==> config.mk <==
export PLATFORM = sky130hd
export DESIGN_NAME = atseq_top
export DESIGN_NICKNAME = d
export VERILOG_FILES = /design/src/logic/atseq_pkg.sv /design/src/logic/atseq_tmr_if.sv /design/src/logic/atseq_timer.sv /design/src/logic/atseq_top.sv
export SDC_FILE = /design/constraint.sdc
export NUM_CORES = 1
export LEC_CHECK = 0
export BUFFER_PORTS_ARGS = -buffer_cell sky130_fd_sc_hd__buf_2
export CORE_ASPECT_RATIO = 0.8
export CORE_MARGIN = 5
export CORE_UTILIZATION = 55
export DETAILED_ROUTE_END_ITERATION = 10
export GPL_TIMING_DRIVEN = 0
export PLACE_DENSITY = 0.78
export SLEW_MARGIN = 15
export SYNTH_ARGS = -nofsm -noshare
export SYNTH_HDL_FRONTEND = slang
export SYNTH_HIERARCHICAL = 1
export SYNTH_SLANG_ARGS = --single-unit
==> constraint.sdc <==
create_clock -name clk -period 4.3 [get_ports clk]
set_input_delay 0 -clock clk [delete_from_list [all_inputs] [get_ports clk]]
set_output_delay 0 -clock clk [all_outputs]
set_load 0.05 [all_outputs]
==> src/logic/atseq_pkg.sv <==
// Shared constants, encodings and state type of the auto-trigger sequencer.
package atseq_pkg;
	localparam int DATA_W_DEF = 12;
	localparam int ACC_GROW = 4;
	localparam int CLK_NS = 100;
	localparam int LEB_STEP_NS = 100;
	localparam int INTERVAL_STEP_NS = 1000;
	localparam int LEB_STEP_CYC_RAW = (LEB_STEP_NS + CLK_NS - 1) / CLK_NS;
	localparam int LEB_STEP_CYC = (LEB_STEP_CYC_RAW < 1) ? 1 : LEB_STEP_CYC_RAW;
	localparam int INTERVAL_STEP_CYC_RAW =
		(INTERVAL_STEP_NS + CLK_NS - 1) / CLK_NS;
	localparam int INTERVAL_STEP_CYC =
		(INTERVAL_STEP_CYC_RAW < 1) ? 1 : INTERVAL_STEP_CYC_RAW;
	localparam int DLY_W = 10;
	localparam int CNT_W = 5;
	localparam int SYNC_N = 2;
	localparam int TMR_W = 16;
	localparam logic [1:0] TRG_PWM = 2'h0;
	localparam logic [1:0] TRG_CMP = 2'h1;
	localparam logic [1:0] TRG_ARM = 2'h2;
	localparam logic [1:0] TRG_NOW = 2'h3;
	localparam logic [2:0] GRP_OFF = 3'h0;
	localparam logic [2:0] GRP_MAX = 3'h5;
	localparam logic [4:0] GRP_MAX_N = 5'h10;
	localparam logic [15:0] TMR_FULL = 16'hffff;
	localparam logic [15:0] TMR_RST = 16'h0000;
	typedef enum logic [6:0] {
		S_IDLE = 7'h01,
		S_WAIT = 7'h02,
		S_BLANK = 7'h04,
		S_TIMER = 7'h08,
		S_CONV1 = 7'h10,
		S_GAP = 7'h20,
		S_CONV2 = 7'h40
	} atseq_state_t;
	localparam atseq_state_t S_RESET = S_IDLE;
endpackage

==> src/logic/atseq_tmr_if.sv <==
// Handshake between the sequencer control and its 16-bit trigger timer.
`timescale 1ns/1ps
interface atseq_tmr_if;
	logic start;
	logic stop;
	logic [15:0] preload;
	logic ovf;
	logic run;
	modport ctrl (output start, output stop, output preload,
		input ovf, input run);
	modport tmr (input start, input stop, input preload,
		output ovf, output run);
endinterface

==> src/logic/atseq_timer.sv <==
// Up-counting 16-bit trigger timer with preload and overflow pulse.
`timescale 1ns/1ps
module atseq_timer (
	input wire logic clk,
	input wire logic nrst,
	input wire logic ce,
	atseq_tmr_if.tmr tif
);
	logic [15:0] cnt;

	always_ff @(posedge clk) begin
		if (!nrst) begin
			cnt <= atseq_pkg::TMR_RST;
			tif.run <= 1'b0;
			tif.ovf <= 1'b0;
		end else if (ce) begin
			tif.ovf <= 1'b0;
			if (tif.stop) begin
				tif.run <= 1'b0;
			end else if (tif.start) begin
				cnt <= tif.preload;
				tif.run <= 1'b1;
			end else if (tif.run) begin
				if (cnt == atseq_pkg::TMR_FULL) begin
					tif.run <= 1'b0;
					tif.ovf <= 1'b1;
				end else begin
					cnt <= cnt + 16'h0001;
				end
			end
		end
	end
endmodule

==> src/logic/atseq_top.sv <==
// Automatic-trigger sequencer for the successive-approximation converter.
`timescale 1ns/1ps
// Functional notes
// - Auto mode needs nonzero group count.
// - Per-channel source type and 4-bit select.
// - Arm only on start bit rising.
// - Two-channel: ch1, interval, then ch2.
// - Accumulate each result into its channel sum, except one landing during an abort.
// - Immediate mode spaces conversions by interval.
// - Trigger select: PWM, comparator, start, immediate.
// - Timer triggers use 16-bit up counter.
// - PWM edge starts blanking, then conversion.
// - Count field encodes 1, 2, 4, 8, 16.
// - Group done clears start, sets flag.
// - No retrigger until group finishes.
// - Abort while busy waits for conversion end.
// - Abort while idle-converter resets at once.
// - Completed group still raises the interrupt.
// - Arming clears the retrigger-overlap flag.
// - Edge during conversion sets overlap, ignored.
// - Busy flag spans each conversion.
// - Timer runs preload to full, then stops.
module atseq_top #(
	parameter int DATA_W = atseq_pkg::DATA_W_DEF
) (
	input wire logic clk,
	input wire logic nrst,
	input wire logic ce,
	input wire logic two_channel_enable,
	input wire logic [2:0] group_count_field,
	input wire logic [1:0] trigger_select_field,
	input wire logic [3:0] interval_field,
	input wire logic [4:0] blanking_time_field,
	input wire logic ch1_source_type,
	input wire logic [3:0] ch1_source_select,
	input wire logic ch2_source_type,
	input wire logic [3:0] ch2_source_select,
	input wire logic timer_ext_enable,
	input wire logic [15:0] timer_preload_value,
	input wire logic start_set,
	input wire logic start_clear,
	input wire logic irq_flag_clear,
	input wire logic pwm_sync_input,
	input wire logic comparator_output_signal,
	input wire logic conv_done,
	input wire logic [DATA_W-1:0] conv_data,
	output logic auto_start_bit,
	output logic converter_irq_flag,
	output logic retrigger_overlap_flag,
	output logic conversion_busy_flag,
	output logic conv_start,
	output logic channel_source_type,
	output logic [3:0] channel_source_select,
	output logic [DATA_W+atseq_pkg::ACC_GROW-1:0] channel_one_sum,
	output logic [DATA_W+atseq_pkg::ACC_GROW-1:0] channel_two_sum,
	output logic timer_run_bit
);
	localparam int SUM_W = DATA_W + atseq_pkg::ACC_GROW;
	localparam int DW = atseq_pkg::DLY_W;

	generate
		if (DATA_W < 1 || DATA_W > 16) begin : g_bad_width
			$error("DATA_W must lie between 1 and 16");
		end
	endgenerate

	atseq_pkg::atseq_state_t state;
	atseq_pkg::atseq_state_t next_state;
	atseq_pkg::atseq_state_t follow_state;
	logic [DW-1:0] dly;
	logic [DW-1:0] next_dly;
	logic [DW-1:0] blank_cyc;
	logic [DW-1:0] gap_cyc;
	logic [atseq_pkg::CNT_W-1:0] done_cnt;
	logic [atseq_pkg::CNT_W-1:0] n_target;
	logic aborting;
	logic conv_go;
	logic tmr_go;
	logic arm;
	logic abort_now;
	logic conv_fin;
	logic last;
	logic step_done;
	logic complete;
	logic in_conv;
	logic overlap_ev;
	logic last_pair_done;
	logic [atseq_pkg::SYNC_N-1:0] raw_in;
	logic [atseq_pkg::SYNC_N-1:0] rise;

	atseq_tmr_if tif ();

	atseq_timer u_timer (
		.clk(clk),
		.nrst(nrst),
		.ce(ce),
		.tif(tif)
	);

	// Both trigger sources may come from asynchronous analog logic, so each
	// is filtered: a level is accepted only once two later stages agree.
	assign raw_in = {comparator_output_signal, pwm_sync_input};
	genvar gi;
	generate
		for (gi = 0; gi < atseq_pkg::SYNC_N; gi++) begin : g_sync
			logic [2:0] sh;
			logic level;
			always_ff @(posedge clk) begin
				if (!nrst) begin
					sh <= 3'h0;
					level <= 1'b0;
				end else if (ce) begin
					sh <= {sh[1:0], raw_in[gi]};
					if (sh[1] == sh[2]) begin
						level <= sh[2];
					end
				end
			end
			assign rise[gi] = sh[1] & sh[2] & ~level;
		end
	endgenerate

	always_comb begin
		unique case (group_count_field)
			3'h1: n_target = 5'h01;
			3'h2: n_target = 5'h02;
			3'h3: n_target = 5'h04;
			3'h4: n_target = 5'h08;
			default: n_target = atseq_pkg::GRP_MAX_N;
		endcase
	end

	assign blank_cyc = DW'(blanking_time_field * atseq_pkg::LEB_STEP_CYC);
	assign gap_cyc = DW'(interval_field * atseq_pkg::INTERVAL_STEP_CYC);
	assign arm = start_set && !auto_start_bit
		&& state == atseq_pkg::S_IDLE
		&& group_count_field != atseq_pkg::GRP_OFF;
	assign abort_now = start_clear && state != atseq_pkg::S_IDLE && !aborting;
	assign conv_fin = conv_done && conversion_busy_flag;
	assign last = (done_cnt + 5'h01) == n_target;
	assign step_done = conv_fin && !aborting
		&& (state == atseq_pkg::S_CONV2
		|| (state == atseq_pkg::S_CONV1 && !two_channel_enable));
	assign complete = step_done && last;
	assign in_conv = state == atseq_pkg::S_CONV1
		|| state == atseq_pkg::S_GAP || state == atseq_pkg::S_CONV2;
	assign overlap_ev = in_conv
		&& ((trigger_select_field == atseq_pkg::TRG_PWM && rise[0])
		|| (trigger_select_field == atseq_pkg::TRG_CMP && rise[1]));

	// In immediate mode the gap state also spaces one pair from the next.
	assign follow_state = last ? atseq_pkg::S_IDLE :
		trigger_select_field == atseq_pkg::TRG_ARM ? atseq_pkg::S_TIMER :
		trigger_select_field == atseq_pkg::TRG_NOW ? atseq_pkg::S_GAP :
		atseq_pkg::S_WAIT;

	always_comb begin
		next_state = state;
		next_dly = dly;
		conv_go = 1'b0;
		tmr_go = 1'b0;
		unique case (state)
			atseq_pkg::S_IDLE: begin
				if (arm) begin
					unique case (trigger_select_field)
						atseq_pkg::TRG_PWM,
						atseq_pkg::TRG_CMP: next_state = atseq_pkg::S_WAIT;
						atseq_pkg::TRG_ARM: begin
							tmr_go = 1'b1;
							next_state = atseq_pkg::S_TIMER;
						end
						atseq_pkg::TRG_NOW: begin
							conv_go = 1'b1;
							next_state = atseq_pkg::S_CONV1;
						end
					endcase
				end
			end
			atseq_pkg::S_WAIT: begin
				if (trigger_select_field == atseq_pkg::TRG_PWM && rise[0]) begin
					next_state = atseq_pkg::S_BLANK;
					next_dly = blank_cyc;
				end else if (trigger_select_field == atseq_pkg::TRG_CMP
					&& rise[1] && timer_ext_enable) begin
					tmr_go = 1'b1;
					next_state = atseq_pkg::S_TIMER;
				end
			end
			atseq_pkg::S_BLANK: begin
				if (dly == '0) begin
					conv_go = 1'b1;
					next_state = atseq_pkg::S_CONV1;
				end else begin
					next_dly = dly - 1'b1;
				end
			end
			atseq_pkg::S_TIMER: begin
				if (tif.ovf) begin
					conv_go = 1'b1;
					next_state = atseq_pkg::S_CONV1;
				end
			end
			atseq_pkg::S_CONV1: begin
				if (conv_fin) begin
					if (aborting) begin
						next_state = atseq_pkg::S_IDLE;
					end else if (two_channel_enable) begin
						next_state = atseq_pkg::S_GAP;
						next_dly = gap_cyc;
					end else begin
						next_state = follow_state;
						next_dly = gap_cyc;
						tmr_go = follow_state == atseq_pkg::S_TIMER;
					end
				end
			end
			atseq_pkg::S_GAP: begin
				if (dly == '0) begin
					conv_go = 1'b1;
					next_state = two_channel_enable && !last_pair_done
						? atseq_pkg::S_CONV2 : atseq_pkg::S_CONV1;
				end else begin
					next_dly = dly - 1'b1;
				end
			end
			atseq_pkg::S_CONV2: begin
				if (conv_fin) begin
					if (aborting) begin
						next_state = atseq_pkg::S_IDLE;
					end else begin
						next_state = follow_state;
						next_dly = gap_cyc;
						tmr_go = follow_state == atseq_pkg::S_TIMER;
					end
				end
			end
		endcase
		// An abort taken in the very cycle a result lands finds busy low
		// only afterwards; it is finished here so no new conversion starts.
		if ((abort_now || aborting) && !conversion_busy_flag) begin
			next_state = atseq_pkg::S_IDLE;
			conv_go = 1'b0;
			tmr_go = 1'b0;
		end
	end

	// Marks a gap that spaces whole pairs rather than ch1 from ch2.
	always_ff @(posedge clk) begin
		if (!nrst) begin
			last_pair_done <= 1'b0;
		end else if (ce) begin
			if (step_done) begin
				last_pair_done <= 1'b1;
			end else if (conv_go) begin
				last_pair_done <= 1'b0;
			end
		end
	end

	assign tif.start = tmr_go;
	assign tif.stop = next_state == atseq_pkg::S_IDLE;
	assign tif.preload = timer_preload_value;
	assign timer_run_bit = tif.run;

	always_ff @(posedge clk) begin
		if (!nrst) begin
			state <= atseq_pkg::S_RESET;
			dly <= '0;
			done_cnt <= '0;
			aborting <= 1'b0;
		end else if (ce) begin
			state <= next_state;
			dly <= next_dly;
			if (arm) begin
				done_cnt <= '0;
			end else if (step_done) begin
				done_cnt <= done_cnt + 5'h01;
			end
			if (next_state == atseq_pkg::S_IDLE) begin
				aborting <= 1'b0;
			end else if (abort_now) begin
				aborting <= 1'b1;
			end
		end
	end

	always_ff @(posedge clk) begin
		if (!nrst) begin
			auto_start_bit <= 1'b0;
			converter_irq_flag <= 1'b0;
			retrigger_overlap_flag <= 1'b0;
		end else if (ce) begin
			if (arm) begin
				auto_start_bit <= 1'b1;
			end else if (complete || start_clear) begin
				auto_start_bit <= 1'b0;
			end
			// A completion in the cycle of a software clear keeps the flag.
			if (complete) begin
				converter_irq_flag <= 1'b1;
			end else if (irq_flag_clear) begin
				converter_irq_flag <= 1'b0;
			end
			if (overlap_ev) begin
				retrigger_overlap_flag <= 1'b1;
			end else if (arm) begin
				retrigger_overlap_flag <= 1'b0;
			end
		end
	end

	always_ff @(posedge clk) begin
		if (!nrst) begin
			conversion_busy_flag <= 1'b0;
			conv_start <= 1'b0;
			channel_source_type <= 1'b0;
			channel_source_select <= 4'h0;
		end else if (ce) begin
			conv_start <= conv_go;
			if (conv_go) begin
				conversion_busy_flag <= 1'b1;
			end else if (conv_fin) begin
				conversion_busy_flag <= 1'b0;
			end
			if (conv_go && next_state == atseq_pkg::S_CONV2) begin
				channel_source_type <= ch2_source_type;
				channel_source_select <= ch2_source_select;
			end else if (conv_go) begin
				channel_source_type <= ch1_source_type;
				channel_source_select <= ch1_source_select;
			end
		end
	end

	always_ff @(posedge clk) begin
		if (!nrst) begin
			channel_one_sum <= '0;
			channel_two_sum <= '0;
		end else if (ce) begin
			if (arm) begin
				channel_one_sum <= '0;
				channel_two_sum <= '0;
			end else if (conv_fin && !aborting) begin
				if (state == atseq_pkg::S_CONV1) begin
					channel_one_sum <= channel_one_sum + SUM_W'(conv_data);
				end else if (state == atseq_pkg::S_CONV2) begin
					channel_two_sum <= channel_two_sum + SUM_W'(conv_data);
				end
			end
		end
	end
endmodule
# == Word level (Yosys, flattened, before mapping) ==
# Index checks and enable logic that the tools add are counted.
# word_totals
regBits,92
elab_cells,200
# op_classes
n_addsub,5
mul,1
n_eq_ne,28
muxes,77
n_bitwise,7
n_reduce_logical,61
# ops
cell,count
two-way mux 16 bit,10
two-way mux 7 bit,10
case mux 7 bit (7 select lines),1
two-way mux 10 bit,4
two-way mux 1 bit,37
two-way mux 6 bit,6
adder 16 x 12 -> 16 bit,2
case mux 10 bit (3 select lines),1
nonzero test 2 bit,12
case mux 7 bit (3 select lines),1
case mux 5 bit (4 select lines),1
AND reduction 2 bit,10
logical AND 1 bit,17
adder 16 x 1 -> 16 bit (second input constant),1
equality test 16 bit (second input constant),1
equality test 7 x 1 -> 1 bit (second input constant),2
equality test 7 bit (second input constant),2
logical NOT 10 bit,1
two-way mux 5 bit,2
inequality test 2 bit (second input constant),5
subtractor 10 x 1 -> 10 bit (second input constant),1
two-way mux 4 bit,2
AND reduction 4 bit,2
equality test 7 x 2 -> 1 bit (second input constant),1
27 further kinds,47

# == Logic depth before layout (Yosys ltp) ==
# Gate-level depths: netlist (run 1).
# depth
word_depth,13
ltp_mapped,16
depth_no_buf,13

# == Cells and area by module ==
# Netlist (run 1), hierarchy kept.
# by_module_without_submodules
mod,instances,cells_each,area_each_um2,seq_area_each_um2
atseq_top,1,650,5056.1,1481.4
atseq_timer,1,146,1253.7,360.3

# == Worst setup path before layout (run 1) ==
# No wires, ideal clock.
# synth_timing
kind,register to register
from,register state[0]
to,register u_timer.cnt[1]
setup_time_ns,0.080
t_arrival_ns,3.476
required_time_ns,4.220
setup_slack_ns,0.744
path_stages_with_launch,15
n_path_buf,3
period_less_slack_ns,3.556
path_cell_list,dfxtp_1 > buf_6 > or4_4 > or4b_4 > and4_4 > buf_6 > a221oi_1 > o31ai_1 > o21ai_1 > and3_1 > and2b_1 > o21ai_1 > clkbuf_1 > nor3_1 > a211oi_2
# synth_between
elab_chain_cells,9
elab_cells_between_ends,33
classes_between,eq/ne: 10; mux: 14; bitwise: 1; reduce/logical: 8
# synth_lines
item,line,text
start: declaration,atseq_top.sv:67,atseq_pkg::atseq_state_t state;
start signal: assignment,atseq_top.sv:267,state <= atseq_pkg::S_RESET;
start signal: assignment,atseq_top.sv:272,state <= next_state;
equality test 7 x 1 -> 1 bit / inequality test 7 x 1 -> 1 bit (equally long branches),"atseq_top.sv:136, atseq_top.sv:162, atseq_top.sv:138",
logical AND 1 bit (on tied branches),"atseq_top.sv:136, atseq_top.sv:138",
logical AND 1 bit (on tied branches),"atseq_top.sv:137, atseq_top.sv:138",
two-way mux 7 bit / logical OR 1 bit (equally long branches),"atseq_top.sv:164, atseq_top.sv:240",
case mux 7 bit (7 select lines) / logical AND 1 bit (equally long branches),"atseq_top.sv:162, atseq_top.sv:240",
two-way mux 7 bit (*),atseq_top.sv:240,if ((abort_now || aborting) && !conversion_busy_flag) begin
equality test 7 x 1 -> 1 bit (*),atseq_top.sv:261,assign tif.stop = next_state == atseq_pkg::S_IDLE;
named net tif.stop,atseq_tmr_if.sv:5,logic stop;
NOT 1 bit (no source line) (*),-,
AND reduction 4 bit (no source line) (*),-,
end signal: assignment,atseq_timer.sv:13,cnt <= atseq_pkg::TMR_RST;
end signal: assignment,atseq_timer.sv:21,cnt <= tif.preload;
end signal: assignment,atseq_timer.sv:28,cnt <= cnt + 16'h0001;
end: declaration,atseq_timer.sv:9,logic [15:0] cnt;
# Mark *: on every way through the listed nets, which the timed path passes. The rest lies on a longest branch.
# A chain may end at the register's enable or synchronous reset.

# == Worst setup path in the final report (run 1) ==
# layout_timing
from,register state[5]
to,register u_timer.cnt[14]
# Same word-level chain as after synthesis.

==> impl_metrics.yaml, run 1 <==
yosys:
  yosysUniqueCellTypes: 79
  synth_flop_cell: "dfxtp_1"
  syn-instance-count: 796
  syn_nets: 895
  synth-seq-cells: 92
  ys_warn_count: 6
  async_flop_share: 0
  synth_edf_count: 0
  synth_area_per_cell_um2: 7.93
  synth_area_um2: 6310
  ys_seq_area_frac: 0.292
sta:
  hold_ws_ps: 28.7
  fin_crit_ps: 4040
  clock.fmax_mhz: 248
  hold_violations: 0
  min_period_over_period: 0.939
  setup_viol: 0
  slew_headroom: 0.441
  worstMarginPinSlew_ps: 818
  clock_skew_ps: 8.67
  grt_setup_unrepaired: "no"
  maxSlewViolCount: 0
final_layout:
  n_fill_cell: 972
  multiInputGateArea_um2: 4190
  layout_commonest_cell: "buf_2"
  drive_gt1_frac: 0.182
  nets: 1032
  final-seq-area_um2: 1840
  instances_no_fill: 1085
  final_cell_area_um2: 7590
  diodes: 0
  post-route-util: 0.667
  syn_to_final_growth_pct: 20.3
  layout_common_cells: "111 x buf_2, 92 x dfxtp_1, 76 x nor2_1, 74 x nand2_1, 70 x a21oi_1"
clock_tree:
  path_clk_slew_ps: 60
  cts_made_buffers: 9
  clockBufferDepth: 2
  postCtsSetupBuffers: 0
  cts_htree_levels: 3
  cts_tree: "yes"
  clock_sinks: 92
  root_buffer: "clkbuf_16"
  clock_latency_ps: 340
setup_path:
  worstSetupPathType: "flop to flop"
  endpoint_kind: "flop"
  path_cells: "clkbuf_1, nor3_2, and4b_1, and2_1, clkbuf_1, nand3_1, a22o_1, a31oi_1, nor2_1, and3_1, and2b_1, o21ai_2, clkbuf_2, o311ai_1, o31ai_2"
  arrival_ps: 4250
  critical_path_required_ps: 4510
  critPathMaxStageDelay_ps: 360
  path_max_fanout: 10
  cpMostUsedCell: "clkbuf_1"
  worstSetupStartpointType: "flop"
  crit_slowest_cell: "and4b_1"
route:
  wl_per_cell_um: 17.0
  ant_nets: 0
  dr.pass1.iters: 5
  vias_per_cell: 6.05
  drc_errors: 0
  finalWirelength_mm: 18.4
  drt_iter0_drc: 733
  num_vias: 6559
power:
  power.density_nw_per_um2: 269
  power.total_mw: 2.04
  vdd_drop_max_uv: 230
  p_leak_nw: 3.12
grt:
  grt_pass1_wl_mm: 29.7
  antenna_found_initial: 0
  grt_max_degree: 16
  overflow: 0
  grtUsageTotal: 0.266
  grt_pass1_vias: 6009
floorplan:
  placementRows: 35
  fp.dieW_um: 130
  die_y_um: 106
  pin_count: 106
  die_area_um2: 13700
  initial_core_util: 0.554
  core-area_um2: 11400
hold_path:
  hold_class: "primary input to flop"
status:
  status: "complete, no violations"
place:
  io_buffers: 104
  dp_hpwl_mm: 13.3
  place_congestion: 0.967
  dp.cells: 1048
  post_dp_cell_area_um2: 7020
flow_run:
  maxCapViolCount: 0
## cells in the mapped netlist (all sizes together) (9+ instances only)
master  number  area share
a211oi      11       0.014
a21oi       70       0.056
a31oi       16       0.017
and3        10      0.0099
buf         20       0.022
clkbuf      30       0.018
dfxtp       92        0.29
ha          33       0.065
inv         19       0.011
mux2i       15       0.024
nand2       74       0.044
nand3       44       0.035
nand4        9      0.0089
nor2        76       0.045
nor3        20       0.016
o21ai       44       0.035
o311ai      10       0.014
o31ai       12       0.019
or3         14       0.014
xnor2       16       0.022
xor2        11       0.015
## area by class of cell
cell class,instances,area share
clock inverter,6,0.0115
multi-input combinational,635,0.551
tap,148,0.0244
inverter,19,0.00939
clock buffer,9,0.0297
sequential,92,0.243
timing repair buffer,126,0.0976
buffer,50,0.0336
## sequential cells by signal, summed over array words and instances, names as in the netlist, 2 cells and up
name,cells
dly,10
done_cnt,5
u_timer/cnt,16
state,7
channel_one_sum,16
channel_source_select,4
g_sync.sh,6
channel_two_sum,16
g_sync.level,2
## cells by family (layout without fill, tap and decap cells)
kind of cell,after synthesis,in the layout,synth area share
multiplexers,16,16,0.0256
flip-flops,92,92,0.292
AO/OA/AOI/OAI,238,238,0.255
AND/OR/NAND/NOR,318,318,0.263
buffers and inverters,69,210,0.0516
XOR/XNOR,27,27,0.0375
adder cells (fa/ha/maj),36,36,0.0750
## report_power, final
group	switching, mW	internal, mW	total (mW)
registers	0.00849	0.862	0.871
logic	0.197	0.123	0.319
clock network	0.343	0.508	0.852
total	0.549	1.49	2.04
## path summary, 6_finish.rpt
path                                        start                         endpoint  slack [ps]  cells after the start
setup / recovery            state[5]$_SDFFE_PN0P_     u_timer/cnt[14]$_SDFFE_PN0P_         260                     15
hold / removal             timer_preload_value[6]      u_timer/cnt[6]$_SDFFE_PN0P_          30                      3
setup reg to reg            state[5]$_SDFFE_PN0P_     u_timer/cnt[14]$_SDFFE_PN0P_         260                     15
hold reg to reg   converter_irq_flag$_SDFFE_PN0P_  converter_irq_flag$_SDFFE_PN0P_         460                      2
## through the flow
| stage | TNS (ps) | setup WS, ps |
|---|---|---|
| after floorplan | 0 | 744 |
| after global placement | -712 | -131 |
| after detailed placement | -450 | -101 |
| after CTS | 0 | 29.9 |
| after global routing | 0 | 37.4 |
| final | 0 | 260 |
## layer usage
metal	routed length [µm]	global-route usage
met5	0	0
met3	1470	0.0507
met2	8010	0.402
met1	8700	0.387
met4	271	0.0682
## worst max-delay path: cells and delay by family, from the launching register on
| family | cells | cell delay, ps |
|---|---|---|
| compound gates | 5 | 1090 |
| buf+inv | 3 | 820 |
| flops | 1 | 300 |
| simple gates | 7 | 1690 |
## repair_timing
item                                   CTS  global route
setup endpoints to repair               10            14
resized for setup                        3             6
hold buffers                            22             0
endpoints found under the hold margin   17             0
Note: power is estimated with default switching activity, not from simulation.
==> inputs of run 2 (changes only) <==
--- a/config.mk
+++ b/config.mk
@@ -15,5 +15,4 @@
 export SLEW_MARGIN = 15
 export SYNTH_ARGS = -nofsm -noshare
 export SYNTH_HDL_FRONTEND = slang
-export SYNTH_HIERARCHICAL = 1
 export SYNTH_SLANG_ARGS = --single-unit
==> constraint.sdc (replaced) <==
create_clock -name clk -period 5.1 [get_ports clk]
set_input_delay 0 -clock clk [delete_from_list [all_inputs] [get_ports clk]]
set_output_delay 0 -clock clk [all_outputs]
set_load 0.05 [all_outputs]
==> impl_metrics.yaml, run 2 <==
setup_path:
  path_max_fanout: 10
  critPathMaxStageDelay_ps: 820
  critPathBufInv: 2
  arrival_ps: 4250
  crit_family: "simple AND/OR/NAND/NOR gates"
  critical_path_required_ps: 5310
  worstReg2RegEnd: "u_timer.cnt[13]$_SDFFE_PN0P_"
  timing.rr.start: "dly[0]$_SDFFE_PN0P_"
  worstSetupStartpointType: "flop"
  worstSetupPathType: "flop to flop"
  path_cells: "inv_1, ha_1, nor4b_1, nand3_1, o21ai_0, a21oi_1, a221oi_1, or3b_4, o311ai_4, buf_6, a21o_1, a21oi_2"
  r2r_cells: 12
  crit_slowest_cell: "nor4b_1"
  r2r_slack_ps: 1060
  endpoint_kind: "flop"
sta:
  min_period_over_period: 0.792
  slew_headroom: 0.329
  worstMarginPinSlew_ps: 993
  setup_viol: 0
  setup_tns_ps: 0
  maxSlewViolCount: 0
  hold_ws_ps: 6.19
  clock_skew_ps: 8.11
  clock.fmax_mhz: 248
  hold_violations: 0
  fin_crit_ps: 4040
  grt_setup_unrepaired: "no"
route:
  ant_nets: 0
  drt_iter0_drc: 624
  num_vias: 6563
  dr.pass1.iters: 5
  finalWirelength_mm: 19.5
  vias_per_cell: 6.24
  wl_per_cell_um: 18.6
  drc_errors: 0
grt:
  grt_pass1_vias: 6203
  gr-max-usage-layer: "met2"
  antenna_found_initial: 0
  overflow: 0
  grtUsageTotal: 0.282
  grt_use_met3: 0.0709
  grt_max_degree: 15
  met2_usage: 0.445
  use_met1: 0.392
  grt_pass1_wl_mm: 31.0
yosys:
  netlist.area_leader.share: 0.299
  synth_common_cells: "93 x nor2_1, 92 x dfxtp_1, 75 x nand2_1, 54 x a21oi_1"
  syn-instance-count: 777
  synth_top_area_cell: "dfxtp_1"
  synth_area_um2: 6160
  ys_seq_area_frac: 0.299
  synth_area_per_cell_um2: 7.92
  synth_most_common_cell: "nor2_1"
  synth.area.top_cells: "dfxtp_1 30%, ha_1 6.7%, nor2_1 5.7%"
  yosysUniqueCellTypes: 75
  ys_warn_count: 0
  syn_nets: 876
  synth_edf_count: 0
  synth-seq-cells: 92
  async_flop_share: 0
  synth_flop_cell: "dfxtp_1"
status:
  status: "complete, no violations"
place:
  io_buffers: 104
  place_congestion: 0.995
  dp_hpwl_mm: 14.6
floorplan:
  initial_core_util: 0.563
  core-area_um2: 10900
  die_area_um2: 13400
  die_y_um: 105
  pin_count: 106
  fp.dieW_um: 128
  placementRows: 34
clock_tree:
  cts_made_buffers: 9
  cts_tree: "yes"
  path_clk_slew_ps: 70
  clock_latency_ps: 350
  hold_buffers: 12
  root_buffer: "clkbuf_16"
  clock_sinks: 92
  postCtsSetupBuffers: 0
  cts_htree_levels: 3
  ctsResizeCount: 0
  clockBufferDepth: 2
final_layout:
  final-seq-area_um2: 1840
  layout_commonest_cell: "buf_2"
  syn_to_final_growth_pct: 18.2
  layout_common_cells: "105 x buf_2, 93 x nor2_1, 92 x dfxtp_1, 75 x nand2_1, 54 x a21oi_1"
  nets: 1003
  n_fill_cell: 927
  reg.largest.list: "channel_one_sum (16), channel_two_sum (16), u_timer.cnt (16)"
  diodes: 0
  drive_gt1_frac: 0.168
  multiInputGateArea_um2: 4080
power:
  vdd_drop_max_uv: 191
  p_leak_nw: 3.01
  power.density_nw_per_um2: 229
hold_path:
  hold_class: "primary input to flop"
  min_to: "u_timer.cnt[1]$_SDFFE_PN0P_"
  min_path_cells: 3
  hold_start: "timer_preload_value[1]"
flow_run:
  maxCapViolCount: 0
## run 2: cells by family (layout without fill, tap and decap cells)
logic type               after synthesis  after routing  synth area share
AO/OA/AOI/OAI                        206            206             0.227
XOR/XNOR                              35             35            0.0522
adder cells (fa/ha/maj)               36             36            0.0768
buffers and inverters                 57            187            0.0398
flip-flops                            92             92             0.299
multiplexers                          18             18            0.0297
AND/OR/NAND/NOR                      333            333             0.275
## run 2: per-layer routing
metal	vias up	share of wire
met3	24	0.10
li1	3094	-
met4	0	0.011
met2	361	0.45
met5	-	0
met1	3084	0.44
## run 2: worst max-delay path by stage
stage / startpoint / end / depth (start not counted)
detailed placement: dly[0]$_SDFFE_PN0P_ / u_timer.cnt[13]$_SDFFE_PN0P_ / 12
global placement: dly[0]$_SDFFE_PN0P_ / u_timer.cnt[13]$_SDFFE_PN0P_ / 12
floorplan: state[0]$_SDFFE_PN1P_ / u_timer.cnt[13]$_SDFFE_PN0P_ / 11
global route: dly[0]$_SDFFE_PN0P_ / u_timer.cnt[7]$_SDFFE_PN0P_ / 12
finish: dly[0]$_SDFFE_PN0P_ / u_timer.cnt[13]$_SDFFE_PN0P_ / 12
CTS: dly[0]$_SDFFE_PN0P_ / u_timer.cnt[13]$_SDFFE_PN0P_ / 12
## run 2: cell type report
class | instances | area share
clock inverter | 4 | 0.00705
sequential | 92 | 0.253
buffer | 39 | 0.0244
multi-input combinational | 628 | 0.560
tap | 144 | 0.0248
clock buffer | 10 | 0.0329
timing repair buffer | 116 | 0.0881
inverter | 18 | 0.00929
## run 2: power by group
group          internal (mW)  switching, mW  leakage, nW
registers              0.726        0.00694        0.742
logic                 0.0902          0.158         2.13
clock network          0.388          0.295        0.140
total                   1.20          0.459         3.01
## run 2: worst register-to-register path, cell delays in order, from the launching register on
cell      delay [ps]
dfxtp_1          330
inv_1             70
ha_1             200
nor4b_1          820
nand3_1          400
o21ai_0          290
a21oi_1          130
a221oi_1         370
or3b_4           460
o311ai_4         460
buf_6            230
a21o_1           110
a21oi_2           40
## run 2: metrics by stage
step / cells / power [mW] / instance area [µm²] / utilization / setup WS, ps
2_1_floorplan: 777 / 0.895 / 6160 / - / 1920
3_3_place_gp: 1025 / 0.974 / 6860 / 0.627 / 1290
3_5_place_dp: 1025 / 0.980 / 6860 / 0.628 / 1270
4_1_cts: 1051 / 1.66 / 7270 / 0.665 / 1230
5_1_grt: 1051 / 1.72 / 7270 / 0.665 / 905
6_report: 1051 / 1.66 / 7270 / 0.665 / 1060
